### config.mk
export PLATFORM = sky130hd
export DESIGN_NAME = ais_input_select
export DESIGN_NICKNAME = d
export VERILOG_FILES = /design/src/verilog/ais_pkg.sv /design/src/verilog/ais_input_select.sv /design/src/verilog/ais_scan_step.sv
export VERILOG_INCLUDE_DIRS = /design/src /design/src/verilog
export SDC_FILE = /design/constraint.sdc
export NUM_CORES = 1
export LEC_CHECK = 0
export BUFFER_PORTS_ARGS = -buffer_cell sky130_fd_sc_hd__buf_2
export CAP_MARGIN = 40
export CORE_UTILIZATION = 59
export DETAILED_ROUTE_END_ITERATION = 7
export HOLD_SLACK_MARGIN = 0.03
export PLACE_DENSITY = 0.81
export REMOVE_ABC_BUFFERS = 1
export SYNTH_ARGS = -nofsm -noshare
export SYNTH_HDL_FRONTEND = slang
export SYNTH_SLANG_ARGS = --single-unit
### constraint.sdc
create_clock -name clk_sys -period 6.2 [get_ports clk_sys]
set_input_delay 1.55 -clock clk_sys [delete_from_list [all_inputs] [get_ports clk_sys]]
set_output_delay 1.55 -clock clk_sys [all_outputs]
set_load 0.005 [all_outputs]
### src/verilog/ais_params.svh
// Offsets, field positions and reset values of the input select block
`ifndef AIS_PARAMS_SVH
`define AIS_PARAMS_SVH

// -----------------------------------------------------------------------
// Register byte offsets
// -----------------------------------------------------------------------
`define AIS_OFS_CHS0      8'h00
`define AIS_OFS_SCAN_HI   8'h04
`define AIS_OFS_SCAN_LO   8'h08
`define AIS_OFS_PIN_DIGITAL_MODE_HI   8'h0C
`define AIS_OFS_PIN_DIGITAL_MODE_LO   8'h10
`define AIS_OFS_CTRL      8'h14
`define AIS_OFS_STATUS    8'h18

// -----------------------------------------------------------------------
// Field positions
// -----------------------------------------------------------------------
`define AIS_POSA_LSB      0
`define AIS_NEGA_BIT      7
`define AIS_POSB_LSB      8
`define AIS_NEGB_BIT      15
`define AIS_SCAN_EN_BIT   10
`define AIS_ALT_BIT       0
`define AIS_STAT_PHASE    0
`define AIS_STAT_PTR_LSB  8

// -----------------------------------------------------------------------
// Write masks and reset values
// -----------------------------------------------------------------------
`define AIS_CHS0_MASK     16'h9F9F
`define AIS_CHS0_MASK_2ND 16'h8F8F
`define AIS_CTRL_MASK     16'h0401
`define AIS_RST_VAL       16'h0000

`endif

### src/verilog/ais_pkg.sv
// Types shared by the converter input select block
package ais_pkg;

  typedef enum logic {
    PH_A = 1'b0,
    PH_B = 1'b1
  } ais_phase_t;

  typedef enum logic [1:0] {
    SRC_PIN    = 2'b00,
    SRC_AGND   = 2'b01,
    SRC_LOWREF = 2'b11,
    SRC_NEGREF = 2'b10
  } ais_src_t;

  typedef struct packed {
    logic [4:0] posIdx;
    ais_src_t   posSrc;
    ais_src_t   negSrc;
  } ais_mux_t;

endpackage

### src/verilog/ais_input_select.sv
// Channel 0 input selection, input scan and pin analog/digital control
//
// Summary of operation
// - Sample A positive select n routes analog input n, 0 to 31.
// - Sample B positive select, bits 12-8, uses the Sample A encoding.
// - Sample A negative bit 7: set picks input 1, clear picks ref.
// - Sample B negative bit 15 acts like bit 7 during Sample B.
// - Select register bits 14-13 and 6-5 ignore writes, read zero.
// - Second converter can select only inputs 0 to 15 as positive.
// - Each of 32 scan bits includes its input in the scan when set.
// - All scan bits writable; missing inputs convert the low reference.
// - Digital bit set: port read enabled, mux path tied to ground.
// - Digital bit clear: analog pin, port read off, pin sampled.
// - Config bits of missing inputs read and write but do nothing.
// - Second converter has only the low pin configuration register.
// - Both converters' low config registers steer pins 0 to 15.
// - All implemented bits reset to zero, pins start analog.
// - Scan enable steps Sample A positive input through scan mask.
// - Alternate bit swaps A and B selects each sample, else A only.
`timescale 1ns/1ps
`include "ais_params.svh"

module ais_input_select #(
  parameter int NUM_INPUTS  = 32,
  parameter bit SECOND_CONV = 1'b0
) (
  // Clock and reset
  input  wire logic          clk_sys,
  input  wire logic          rst_n,
  // Register port
  input  wire logic [7:0]    regAddr,
  input  wire logic [15:0]   regWrData,
  input  wire logic          regWrEn,
  input  wire logic          regRdEn,
  output logic      [15:0]   regRdData,
  // Conversion core
  input  wire logic          seqRestart,
  input  wire logic          sampleDone,
  output ais_pkg::ais_mux_t  ch0Mux,
  output logic               samplePhaseB,
  // Pins and peer converter
  input  wire logic [15:0]   peerDigitalLow,
  output logic      [15:0]   ownDigitalLow,
  output logic      [31:0]   pinDigitalMode
);

  initial begin
    if (NUM_INPUTS < 1 || NUM_INPUTS > 32) begin
      $error("ais_input_select: NUM_INPUTS must be 1 to 32");
    end
    if (SECOND_CONV && NUM_INPUTS > 16) begin
      $error("ais_input_select: second converter has at most 16 inputs");
    end
  end

  // -----------------------------------------------------------------------
  // Register port
  // -----------------------------------------------------------------------
  function automatic logic hit(input logic [7:0] a, input logic [7:0] o);
    hit = (a == o);
  endfunction

  logic [15:0] chs0_q;
  logic [15:0] scanHi_q;
  logic [15:0] scanLo_q;
  logic [15:0] pcfgHi_q;
  logic [15:0] pcfgLo_q;
  logic [15:0] ctrl_q;
  logic [15:0] regRdData_q;
  logic [15:0] rdMux;
  logic [15:0] chs0Mask;
  logic [15:0] statusWord;

  wire wrChs0   = regWrEn && hit(regAddr, `AIS_OFS_CHS0);
  wire wrScanHi = regWrEn && hit(regAddr, `AIS_OFS_SCAN_HI);
  wire wrScanLo = regWrEn && hit(regAddr, `AIS_OFS_SCAN_LO);
  wire wrPcfgHi = regWrEn && hit(regAddr, `AIS_OFS_PIN_DIGITAL_MODE_HI) && !SECOND_CONV;
  wire wrPcfgLo = regWrEn && hit(regAddr, `AIS_OFS_PIN_DIGITAL_MODE_LO);
  wire wrCtrl   = regWrEn && hit(regAddr, `AIS_OFS_CTRL);

  // Unused select bits never get stored, so reads of them return zero
  assign chs0Mask = SECOND_CONV ? `AIS_CHS0_MASK_2ND
                                : `AIS_CHS0_MASK;

  always_ff @(posedge clk_sys) begin
    if (!rst_n) begin
      chs0_q   <= `AIS_RST_VAL;
      scanHi_q <= `AIS_RST_VAL;
      scanLo_q <= `AIS_RST_VAL;
      pcfgHi_q <= `AIS_RST_VAL;
      pcfgLo_q <= `AIS_RST_VAL;
      ctrl_q   <= `AIS_RST_VAL;
    end else begin
      if (wrChs0) begin
        chs0_q <= regWrData & chs0Mask;
      end
      if (wrScanHi) begin
        scanHi_q <= regWrData;
      end
      if (wrScanLo) begin
        scanLo_q <= regWrData;
      end
      if (wrPcfgHi) begin
        pcfgHi_q <= regWrData;
      end
      if (wrPcfgLo) begin
        pcfgLo_q <= regWrData;
      end
      if (wrCtrl) begin
        ctrl_q <= regWrData & `AIS_CTRL_MASK;
      end
    end
  end

  // Unmapped offsets and the absent high register of ADC two read zero
  assign rdMux =
      hit(regAddr, `AIS_OFS_CHS0)    ? chs0_q   :
      hit(regAddr, `AIS_OFS_SCAN_HI) ? scanHi_q :
      hit(regAddr, `AIS_OFS_SCAN_LO) ? scanLo_q :
      hit(regAddr, `AIS_OFS_PIN_DIGITAL_MODE_HI) ? pcfgHi_q :
      hit(regAddr, `AIS_OFS_PIN_DIGITAL_MODE_LO) ? pcfgLo_q :
      hit(regAddr, `AIS_OFS_CTRL)    ? ctrl_q   :
      hit(regAddr, `AIS_OFS_STATUS)  ? statusWord : 16'h0000;

  always_ff @(posedge clk_sys) begin
    if (!rst_n) begin
      regRdData_q <= 16'h0000;
    end else begin
      regRdData_q <= regRdEn ? rdMux : 16'h0000;
    end
  end

  assign regRdData = regRdData_q;

  // -----------------------------------------------------------------------
  // Sample phase and scan pointer
  // -----------------------------------------------------------------------
  ais_pkg::ais_phase_t phase_q;
  ais_pkg::ais_phase_t phase_d;
  logic [4:0]          scanPtr_q;
  logic [4:0]          scanPtr_d;
  logic [4:0]          searchStart;
  logic [4:0]          searchIdx;
  logic                searchFound;
  logic [31:0]         scanMask;

  wire scanEn    = ctrl_q[`AIS_SCAN_EN_BIT];
  wire altEn     = ctrl_q[`AIS_ALT_BIT];
  wire advanceA  = sampleDone && (phase_q == ais_pkg::PH_A) && scanEn;

  assign scanMask    = {scanHi_q, scanLo_q};
  assign searchStart = seqRestart ? 5'h00 : scanPtr_q + 5'h01;

  ais_scan_step #(
    .WIDTH (32),
    .IW    (5)
  ) u_scan_step (
    .mask     (scanMask),
    .startIdx (searchStart),
    .found    (searchFound),
    .idx      (searchIdx)
  );

  // Alternation restarts on Sample A; without it every sample is A
  always_comb begin
    case (phase_q)
      ais_pkg::PH_A: phase_d = (altEn && sampleDone) ? ais_pkg::PH_B
                                                     : ais_pkg::PH_A;
      ais_pkg::PH_B: phase_d = (altEn && !sampleDone) ? ais_pkg::PH_B
                                                      : ais_pkg::PH_A;
      default:       phase_d = ais_pkg::PH_A;
    endcase
    if (seqRestart) begin
      phase_d = ais_pkg::PH_A;
    end
  end

  // An empty mask leaves the pointer where it is
  assign scanPtr_d = ((seqRestart || advanceA) && searchFound) ? searchIdx
                                                              : scanPtr_q;

  always_ff @(posedge clk_sys) begin
    if (!rst_n) begin
      phase_q   <= ais_pkg::PH_A;
      scanPtr_q <= 5'h00;
    end else begin
      phase_q   <= phase_d;
      scanPtr_q <= scanPtr_d;
    end
  end

  assign statusWord = {3'h0, scanPtr_q, 7'h00, phase_q};
  assign samplePhaseB = (phase_q == ais_pkg::PH_B);

  // -----------------------------------------------------------------------
  // Pin mode
  // -----------------------------------------------------------------------
  logic [31:0] pinDigital_d;
  logic [31:0] pinDigital_q;

  genvar g;
  generate
    for (g = 0; g < 32; g++) begin : g_pin
      if (g >= NUM_INPUTS) begin : g_absent
        assign pinDigital_d[g] = 1'b0;
      end else if (g < 16) begin : g_shared
        // Analog wins: either converter clearing its bit keeps the pin
        assign pinDigital_d[g] = pcfgLo_q[g] & peerDigitalLow[g];
      end else begin : g_high
        assign pinDigital_d[g] = SECOND_CONV ? 1'b0 : pcfgHi_q[g-16];
      end
    end
  endgenerate

  always_ff @(posedge clk_sys) begin
    if (!rst_n) begin
      pinDigital_q <= 32'h0000_0000;
    end else begin
      pinDigital_q <= pinDigital_d;
    end
  end

  assign pinDigitalMode = pinDigital_q;
  assign ownDigitalLow  = pcfgLo_q;

  // -----------------------------------------------------------------------
  // Channel 0 multiplexer
  // -----------------------------------------------------------------------
  ais_pkg::ais_mux_t mux_d;
  ais_pkg::ais_mux_t mux_q;

  wire [4:0] fixedPos = samplePhaseB ? chs0_q[`AIS_POSB_LSB +: 5]
                                     : chs0_q[`AIS_POSA_LSB +: 5];
  wire       negIn1   = samplePhaseB ? chs0_q[`AIS_NEGB_BIT]
                                     : chs0_q[`AIS_NEGA_BIT];
  wire [4:0] posIdx   = (scanEn && !samplePhaseB) ? scanPtr_q
                                                  : fixedPos;
  wire       posGone  = 32'(posIdx) >= NUM_INPUTS;

  assign mux_d.posIdx = posIdx;
  assign mux_d.posSrc = posGone              ? ais_pkg::SRC_LOWREF :
                        pinDigital_d[posIdx] ? ais_pkg::SRC_AGND   :
                                               ais_pkg::SRC_PIN;
  assign mux_d.negSrc = !negIn1        ? ais_pkg::SRC_NEGREF :
                        pinDigital_d[1] ? ais_pkg::SRC_AGND   :
                                          ais_pkg::SRC_PIN;

  always_ff @(posedge clk_sys) begin
    if (!rst_n) begin
      mux_q <= '{5'h00, ais_pkg::SRC_PIN, ais_pkg::SRC_NEGREF};
    end else begin
      mux_q <= mux_d;
    end
  end

  assign ch0Mux = mux_q;
endmodule

### src/verilog/ais_scan_step.sv
// Circular search for the next set bit of the scan mask
`timescale 1ns/1ps

module ais_scan_step #(
  parameter int WIDTH = 32,
  parameter int IW    = 5
) (
  // Search request
  input  wire logic [WIDTH-1:0] mask,
  input  wire logic [IW-1:0]    startIdx,
  // Result
  output logic                  found,
  output logic [IW-1:0]         idx
);

  initial begin
    if (WIDTH != (1 << IW)) begin
      $error("ais_scan_step: WIDTH must be 2**IW");
    end
  end

  logic [2*WIDTH-1:0] doubled;
  logic [WIDTH-1:0]   rotated;
  logic [IW-1:0]      offset;

  assign doubled = {mask, mask} >> startIdx;
  assign rotated = doubled[WIDTH-1:0];
  assign found   = |mask;

  // Lowest set bit of the rotated mask; wraps for free as IW bits
  always_comb begin
    offset = '0;
    for (int i = WIDTH - 1; i >= 0; i--) begin
      if (rotated[i]) begin
        offset = IW'(i);
      end
    end
  end

  assign idx = startIdx + offset;

endmodule

**Yosys cells after proc, flatten, opt, wreduce, memory -nomap -nowiden**

Cells that the tools add are included.
Widths: inputs -> output; s select.

- Shifts and indexed selects: 1
- Reduce and logical (&&, ||, !) cells: 21
- Eq/ne operators: 6
- Mux-type cells: 50
- $lt $le $gt $ge: 1
- Bitwise logic cells: 19
- Add/sub/neg operators: 2

Operators with widths:

| kind | number |
|---|---|
| $mux 5 | 35 |
| $mux 16 | 5 |
| $shr 64x5->32 | 1 |
| $reduce_or 32->1 | 1 |
| $mux 13 | 2 |
| $eq 8x5->1 const B | 3 |
| $and 1x1->1 | 16 |
| $eq 8x4->1 const B | 2 |
| $logic_and 1x1->1 | 12 |
| $eq 8x3->1 const B | 1 |
| $logic_not 8->1 | 1 |
| $lt 5x6->1 const B | 1 |
| $mux 1 | 6 |
| $add 5x1->5 const B | 1 |
| $add 5x5->5 | 1 |
| $bmux 1 s5 | 1 |
| $reduce_and 2->1 | 2 |
| $reduce_or 2->1 | 2 |
| $not 1->1 | 3 |
| $logic_not 1->1 | 2 |
| $pmux 1 s2 | 1 |
| $logic_or 1x1->1 | 1 |

- Word-level logic and storage cells: 114
- Flip-flop bits (word level): 141
- Output and inout bits: 74
- Input port bits: 46

**Depth between registers and ports, before layout**

Gate-level depths: netlist of the first run.

- Word-level depth: 36
- Gate-level depth with buffers: 22
- Gate-level depth less buffers: 19

**Hierarchy**

A second synthesis of the first run with hierarchy kept.

- Cells, all modules: 1019
- Area total of the unflattened synthesis: 9795.6 um^2

By module, submodules not included:

| module | area each (um^2) | cells an instance | sequential area each (um^2) | times used |
|---|---|---|---|---|
| ais_input_select | 5878.1 | 654 | 2802.7 | 1 |
| ais_scan_step | 3917.5 | 365 | 0.0 | 1 |

**Least setup slack after synthesis of the first run**

No wires, ideal clock.

- Path kind: input to register
- Start point: input port seqRestart
- End point: register scanPtr_q[4]
- Setup time: 0.073 ns
- Stages: 19
- Data required time: 6.127 ns
- Buffers on the path: 1
- Slack: 0.759 ns
- Arrival time: 5.368 ns
- Cell sequence: or2_2 buf_2 inv_1 a2111oi_0 a2111oi_0 a22oi_1 mux2i_1 o21ai_0 a211o_1 nor4_1 a31oi_1 ha_1 fa_1 a21o_1 a21oi_1 xnor2_1 nor3b_1 o2111ai_1 o211ai_2

- Longest elaborated chain between the ends: 35
- Elaborated cells on any way between the ends: 37
- Classes of those cells: add/sub (1); shift (1); mux (33); reduce/logical (2)

RTL lines:

| element | RTL line | text |
|---|---|---|
| from (decl) | ais_input_select.sv:37 | `input wire logic seqRestart,` |
| $mux 5 | ais_input_select.sv:152 | `assign searchStart = seqRestart ? 5'h00 : scanPtr_q + 5'h01;` |
| $shr 64x5->32 | ais_scan_step.sv:26 | `assign doubled = {mask, mask} >> startIdx;` |
| $mux 5 (32 in series) | ais_scan_step.sv:34 | `if (rotated[i]) begin` |
| $add 5x5->5 | ais_scan_step.sv:40 | `assign idx = startIdx + offset;` |
| to (signal assigned) | ais_input_select.sv:188 | `scanPtr_q <= scanPtr_d;` |
| to (decl) | ais_input_select.sv:140 | `logic [4:0] scanPtr_q;` |

Parallel ways exist; a longest one is shown, timed or not.
A chain may end at the register's enable or synchronous reset.

**Final worst setup path of the first run**

Ends and elaborated chain as after synthesis.

==> results of run 1 <==
[worst min-delay path: cells and delay by family, from the launching register on]
family,cells,cell delay [ns]
AND/OR/NAND/NOR,1,0.05
flip-flops,1,0.32
AO/OA/AOI/OAI,1,0.06
[flip-flops by register name (all words and copies together), names as in the netlist]
signal,cells
ch0Mux,8
chs0_q,12
ctrl_q,2
ownDigitalLow,16
pcfgHi_q,16
pinDigitalMode,32
regRdData,16
samplePhaseB,1
scanHi_q,16
scanLo_q,16
scanPtr_q,5
[final cells by class]
class / instances / area, sq um
clock buffer: 21 / 460
clock inverter: 10 / 165
fill: 1213 / 4380
inverter: 15 / 61.3
multi-input combinational: 919 / 6190
sequential: 140 / 2800
tap: 211 / 264
timing repair buffer: 187 / 1110
[cell families after synthesis]
logic type      share of synthesized area
compound gates                      0.281
xor+xnor                          0.00832
fa+ha+maj                          0.0100
buf+inv                            0.0544
flops                               0.296
mux                                 0.105
other cells                      0.000396
simple gates                        0.245
[power groups by stage]
stage / clock network [uW] / registers [uW] / logic [uW]
2_1_floorplan: 0 / 922 / 105
5_1_grt: 1120 / 903 / 220
3_5_place_dp: 0 / 923 / 199
6_report: 1080 / 903 / 209
4_1_cts: 1080 / 903 / 201
3_3_place_gp: 0 / 923 / 199
[layer usage]
layer,up-vias,track usage
met2,940,0.648
met5,-,0
met1,4993,0.611
met3,163,0.123
li1,4618,-
met4,0,0.175
[layout by cell type (no fill, tap or decap), types with 8 or more instances in the layout]
| master | count |
|---|---|
| a2111oi_0 | 12 |
| a211oi_1 | 15 |
| a21boi_0 | 79 |
| a21oi_1 | 44 |
| a221oi_1 | 22 |
| a222oi_1 | 10 |
| a22oi_1 | 30 |
| a311oi_1 | 12 |
| a31oi_1 | 11 |
| a32oi_1 | 11 |
| and2_1 | 30 |
| and3_1 | 29 |
| and3b_1 | 13 |
| buf_2 | 118 |
| buf_4 | 69 |
| clkbuf_16 | 17 |
| dfxtp_1 | 140 |
| inv_1 | 12 |
| mux2_2 | 17 |
| mux2i_1 | 49 |
| mux4_2 | 13 |
| nand2_1 | 204 |
| nand2b_1 | 8 |
| nand3_1 | 34 |
| nand4_1 | 9 |
| nor2_1 | 43 |
| nor2b_1 | 22 |
| nor3_1 | 23 |
| nor4_1 | 12 |
| o21ai_0 | 29 |
| o221ai_1 | 8 |
| o22ai_1 | 9 |
[metrics by stage]
step | power, uW | TNS, ns | hold slack (ns) | util
2_1_floorplan | 1030 | -0.544 | 0.453 | -
3_3_place_gp | 1120 | 0 | 0.465 | 0.675
3_5_place_dp | 1120 | 0 | 0.472 | 0.676
4_1_cts | 2180 | 0 | 0.479 | 0.716
5_1_grt | 2250 | 0 | 0.513 | 0.716
6_report | 2190 | 0 | 0.483 | 0.716
[path summary, 6_finish.rpt]
| path | endpoint | slack [ns] |
|---|---|---|
| setup / recovery | scanPtr_q[4]$_SDFFE_PN0P_ | 0.34 |
| hold / removal | chs0_q[2]$_SDFFE_PN0P_ | 0.48 |
| setup reg to reg | scanPtr_q[4]$_SDFFE_PN0P_ | 0.56 |
| hold reg to reg | chs0_q[2]$_SDFFE_PN0P_ | 0.48 |
==> impl_metrics.yaml, run 1 <==
outcome:
  status: "finished clean"
pwr:
  cellLeakagePower_uw: 0.00435
  power_frac_clock: 0.492
  intPower_uw: 1670
  seqPwrFrac: 0.413
  ir_drop_mv: 0.244
  switching_share: 0.235
  p_comb_frac: 0.096
  p_per_area_mw_per_mm2: 198
  switching_power_uw: 515
grt:
  grt_start_max_net_pins: 89
  grt_pass1_wl_um: 55600
  grt_pass1_vias: 9750
  grt_overflow: 0
  antenna_found_initial: 0
  grt_use_total: 0.442
placed_design:
  portBuffers: 118
  gp_congestion: 1.08
  dpl_worst_slack_ns: 0.132
  place_inst: 1472
  hpwl_um: 25800
  placed_cell_area_sq_mm: 0.0104
timing:
  worstMarginPinSlew_ns: 0.820
  fmax_ghz: 0.171
  slew-limit-headroom: 0.449
  finClkSkew_ns: 0.0102
  hold_viol: 0
  fin_crit_ns: 5.86
  setup_viol: 0
  slew_violations: 0
  post-route-period-util: 0.945
  rsz0062_at_grt: "false"
  fin_ws_ns: 0.341
routing:
  wl_met2_um: 15200
  wl_met3_um: 5330
  dr.pass1.iters: 6
  remaining_drc_errors: 0
  drtIter0Drc: 1661
  routed.top_layer: "met4"
  wl_met1_um: 14300
  vias_per_cell: 7.13
  wire_per_inst_um: 24.2
  num_vias: 10700
  finalWirelength_um: 36300
  ant_nets: 0
floorplanning:
  die_width_um: 129
  die_area_sq_mm: 0.0166
  fp.dieH_um: 129
  start_util: 0.615
  boundaryPins: 120
  coreArea_sq_mm: 0.0154
  fp-row-count: 45
critical_path:
  crit_start: "seqRestart"
  path_depth: 19
  cp.buffers_inverters: 2
  cp_common_cell: "a21oi_1"
  max_stage_delay_ns: 0.69
  reg2reg_from: "scanPtr_q[1]$_SDFFE_PN0P_"
  reg2reg_depth: 19
  critPathKind: "primary input to flop"
  crit_fanout: 44
  crit_slowest_cell: "a2111oi_0"
  cp.arrival_ns: 6.20
  cp.required_ns: 6.55
  crit_chain: "buf_2 > buf_4 > and3b_1 > a2111oi_0 > a21oi_1 > a22oi_1 > and3_1 > a21oi_1 > a211o_1 > nor4_1 > a31oi_1 > ha_1 > fa_1 > a21o_1 > a21oi_1 > xnor2_1 > nor3b_1 > o2111ai_1 > o211ai_2"
  crit_path_end_kind: "flop"
  start_kind: "primary input"
  path_delay_family: "compound AO/OA/AOI/OAI gates"
finish:
  stdcell_count: 1503
  finalInstanceArea_sq_mm: 0.0111
  synthToLayoutAreaGrowth_pct: 16.5
  final_layout_size_suffix_gt1_frac: 0.208
  antenna_cells: 0
  final_nets: 1333
logic_synthesis:
  syn-cell-area_sq_mm: 0.00948
  ys.flop_type: "dfxtp_1"
  ys_seq_area_frac: 0.296
  ys_ff_latch: 140
  synth_top_area_frac: 0.296
  netlist.top_cell.by_area: "dfxtp_1"
  postSynthCellCount: 1177
  synthTopCellsByCount: "204 x nand2_1, 140 x dfxtp_1, 79 x a21boi_0, 70 x clkbuf_1, 50 x mux2i_1"
  synth.distinct_cells: 80
  synthArstFlopShare: 0
  synth_edf_count: 0
  yosysMostFrequentCell: "nand2_1"
  yosysWarnings: 0
  synth_area_leaders: "dfxtp_1 30%, nand2_1 8.1%, a21boi_0 6.3%"
  syn_avg_cell_area_sq_um: 8.06
clock_tree:
  clock_sinks: 140
  cts.clk_slew.worst_paths_ns: 0.06
  holdBufCountCts: 0
  cts_buffers: 17
  cts-resized-gates: 0
  postCtsSetupRepairBufs: 0
  cts_tree: "built"
  cts_root_buf: "clkbuf_16"
  clk_latency_ns: 0.41
  cts_buffer_depth: 2
  cts_htree_levels: 4
hold_path:
  holdPathStages: 2
  hp-class: "flop to flop"
  hold_start: "chs0_q[2]$_SDFFE_PN0P_"
flow_run:
  max_cap_violations: 0
No activity file was read; power rests on OpenSTA's default activity.
==> run 2: changes to the inputs <==
Settings changed: SETUP_SLACK_MARGIN from default to 0.5.
==> impl_metrics.yaml, run 2 (synthesis gave the netlist of run 1 again) <==
grt:
  grt_pass1_vias: 9750
  met2_usage: 0.648
  use_met3: 0.123
  grt_pass1_wl_um: 55600
  grt_use_total: 0.442
  grt_overflow: 0
  busiest_layer: "met2"
  antenna_found_initial: 0
  grt_use_met1: 0.611
  grt_start_max_net_pins: 89
timing:
  worstMarginPinSlew_ns: 0.787
  slew-limit-headroom: 0.462
  finClkSkew_ns: 0.0108
  fmax_ghz: 0.182
  post-route-period-util: 0.887
  hold_viol: 0
  rsz0062_at_grt: "false"
  slew_violations: 0
  fin_ws_ns: 0.703
  fin_crit_ns: 5.50
  setup_viol: 0
finish:
  final_cell_mix: "204 x nand2_1, 140 x dfxtp_1, 118 x buf_2"
  seqCellArea_sq_mm: 0.00280
  largest_reg_flops: 32
  fin_util: 0.725
  final_layout_size_suffix_gt1_frac: 0.224
  final_common_cell: "nand2_1"
  finalInstanceArea_sq_mm: 0.0112
  final_nets: 1333
  synthToLayoutAreaGrowth_pct: 17.9
  multiInputGateArea_sq_mm: 0.00631
  antenna_cells: 0
  fill_cells: 1205
pwr:
  power_frac_clock: 0.491
  intPower_uw: 1680
  cellLeakagePower_uw: 0.00437
  switching_power_uw: 518
  ir_drop_mv: 0.244
  p_comb_frac: 0.097
  p_per_area_mw_per_mm2: 196
  switching_share: 0.236
  seqPwrFrac: 0.412
critical_path:
  cp.required_ns: 6.55
  critPathKind: "primary input to flop"
  crit_slowest_cell: "or3_1"
  path_delay_family: "simple AND/OR/NAND/NOR gates"
  cp.buffers_inverters: 3
  cp_common_cell: "nor2_1"
  crit_fanout: 44
  crit_chain: "buf_2 > buf_8 > nor2_1 > mux2_2 > buf_4 > or3_1 > and3_1 > nor2_1 > nand2_1 > nor4_1 > a31oi_1 > ha_1 > fa_1 > a21o_1 > a21oi_1 > xnor2_1 > nor3b_1 > o2111ai_1 > o211ai_2"
  start_kind: "primary input"
  cp.arrival_ns: 5.85
  crit_path_end_kind: "flop"
  reg2reg_slack_ns: 0.77
  max_stage_delay_ns: 0.49
placed_design:
  placed_cell_area_sq_mm: 0.0104
  dpl_worst_slack_ns: 0.132
  portBuffers: 118
  gp_congestion: 1.08
  hpwl_um: 25800
floorplanning:
  coreArea_sq_mm: 0.0154
  boundaryPins: 120
  die_area_sq_mm: 0.0166
  fp.dieH_um: 129
  fp-row-count: 45
  start_util: 0.615
  die_width_um: 129
routing:
  vias_per_cell: 7.12
  drtIter0Drc: 1726
  ant_nets: 0
  wire_per_inst_um: 24.3
  finalWirelength_um: 36600
  remaining_drc_errors: 0
  dr.pass1.iters: 8
  num_vias: 10700
clock_tree:
  cts_buffer_depth: 2
  postCtsSetupRepairBufs: 0
  clk_latency_ns: 0.42
  cts_buffers: 17
  holdBufCountCts: 0
  cts_tree: "built"
  clock_sinks: 140
  cts_root_buf: "clkbuf_16"
  cts.clk_slew.worst_paths_ns: 0.06
  cts_htree_levels: 4
outcome:
  status: "finished clean"
flow_run:
  max_cap_violations: 0
hold_path:
  hp-class: "flop to flop"
run 2: changes by cell type in the layout (fill, tap and decap cells not counted), moves of 2 or more:
cell / previous run / this run
a22oi_1: 30 / 23
a22oi_2: 0 / 7
a2111oi_0: 12 / 8
a2111oi_2: 1 / 4
a221oi_1: 22 / 19
a221oi_2: 0 / 3
a21oi_1: 44 / 42
a21oi_2: 1 / 3
mux2i_1: 49 / 47
run 2: tightest hold or removal path: cells and delay by family, from the launching register on:
family / cells / cell delay, ns
AOI/OAI and AO/OA: 1 / 0.06
DFF: 1 / 0.32
and+or+nand+nor: 1 / 0.05
run 2: cell type report:
class,instances,share of cell area
clock buffers,21,0.0412
multi-input cells,919,0.564
clock inverters,10,0.0148
well taps,211,0.0236
repair buffers,187,0.0998
inverters,15,0.00571
flip-flops and latches,140,0.251
run 2: layer usage:
| metal | vias up | wire [um] | part of all wire |
|---|---|---|---|
| met5 | - | 0 | 0 |
| met1 | 4991 | 14500 | 0.40 |
| met3 | 175 | 5380 | 0.15 |
| li1 | 4629 | - | - |
| met4 | 0 | 1500 | 0.041 |
| met2 | 901 | 15200 | 0.42 |
run 2: path summary, 6_finish.rpt:
check	cells past startpoint	from	end
setup / recovery	19	seqRestart	scanPtr_q[4]$_SDFFE_PN0P_
hold / removal	2	chs0_q[2]$_SDFFE_PN0P_	chs0_q[2]$_SDFFE_PN0P_
setup reg to reg	18	scanPtr_q[1]$_SDFFE_PN0P_	scanPtr_q[4]$_SDFFE_PN0P_
hold reg to reg	2	chs0_q[2]$_SDFFE_PN0P_	chs0_q[2]$_SDFFE_PN0P_
run 2: repair_timing:
item / CTS / global route
resized for setup: 0 / 29
endpoints found under the hold margin: 0 / 0
setup endpoints to repair: 0 / 2
run 2: power by group through the flow:
| stage | sequential [uW] | combinational, uW | clock [uW] |
|---|---|---|---|
| after floorplan | 922 | 105 | 0 |
| after global routing | 903 | 224 | 1120 |
| after global placement | 923 | 199 | 0 |
| after CTS | 903 | 201 | 1080 |
| final | 903 | 213 | 1080 |
| after detailed placement | 923 | 199 | 0 |
run 2: stage by stage:
step	cells	TNS [ns]	power, uW	hold WS (ns)
floorplan	1074	-0.544	1030	0.453
global placement	1471	0	1120	0.465
detailed placement	1472	0	1120	0.472
CTS	1503	0	2180	0.479
global route	1503	0	2250	0.513
finish	1503	0	2190	0.478
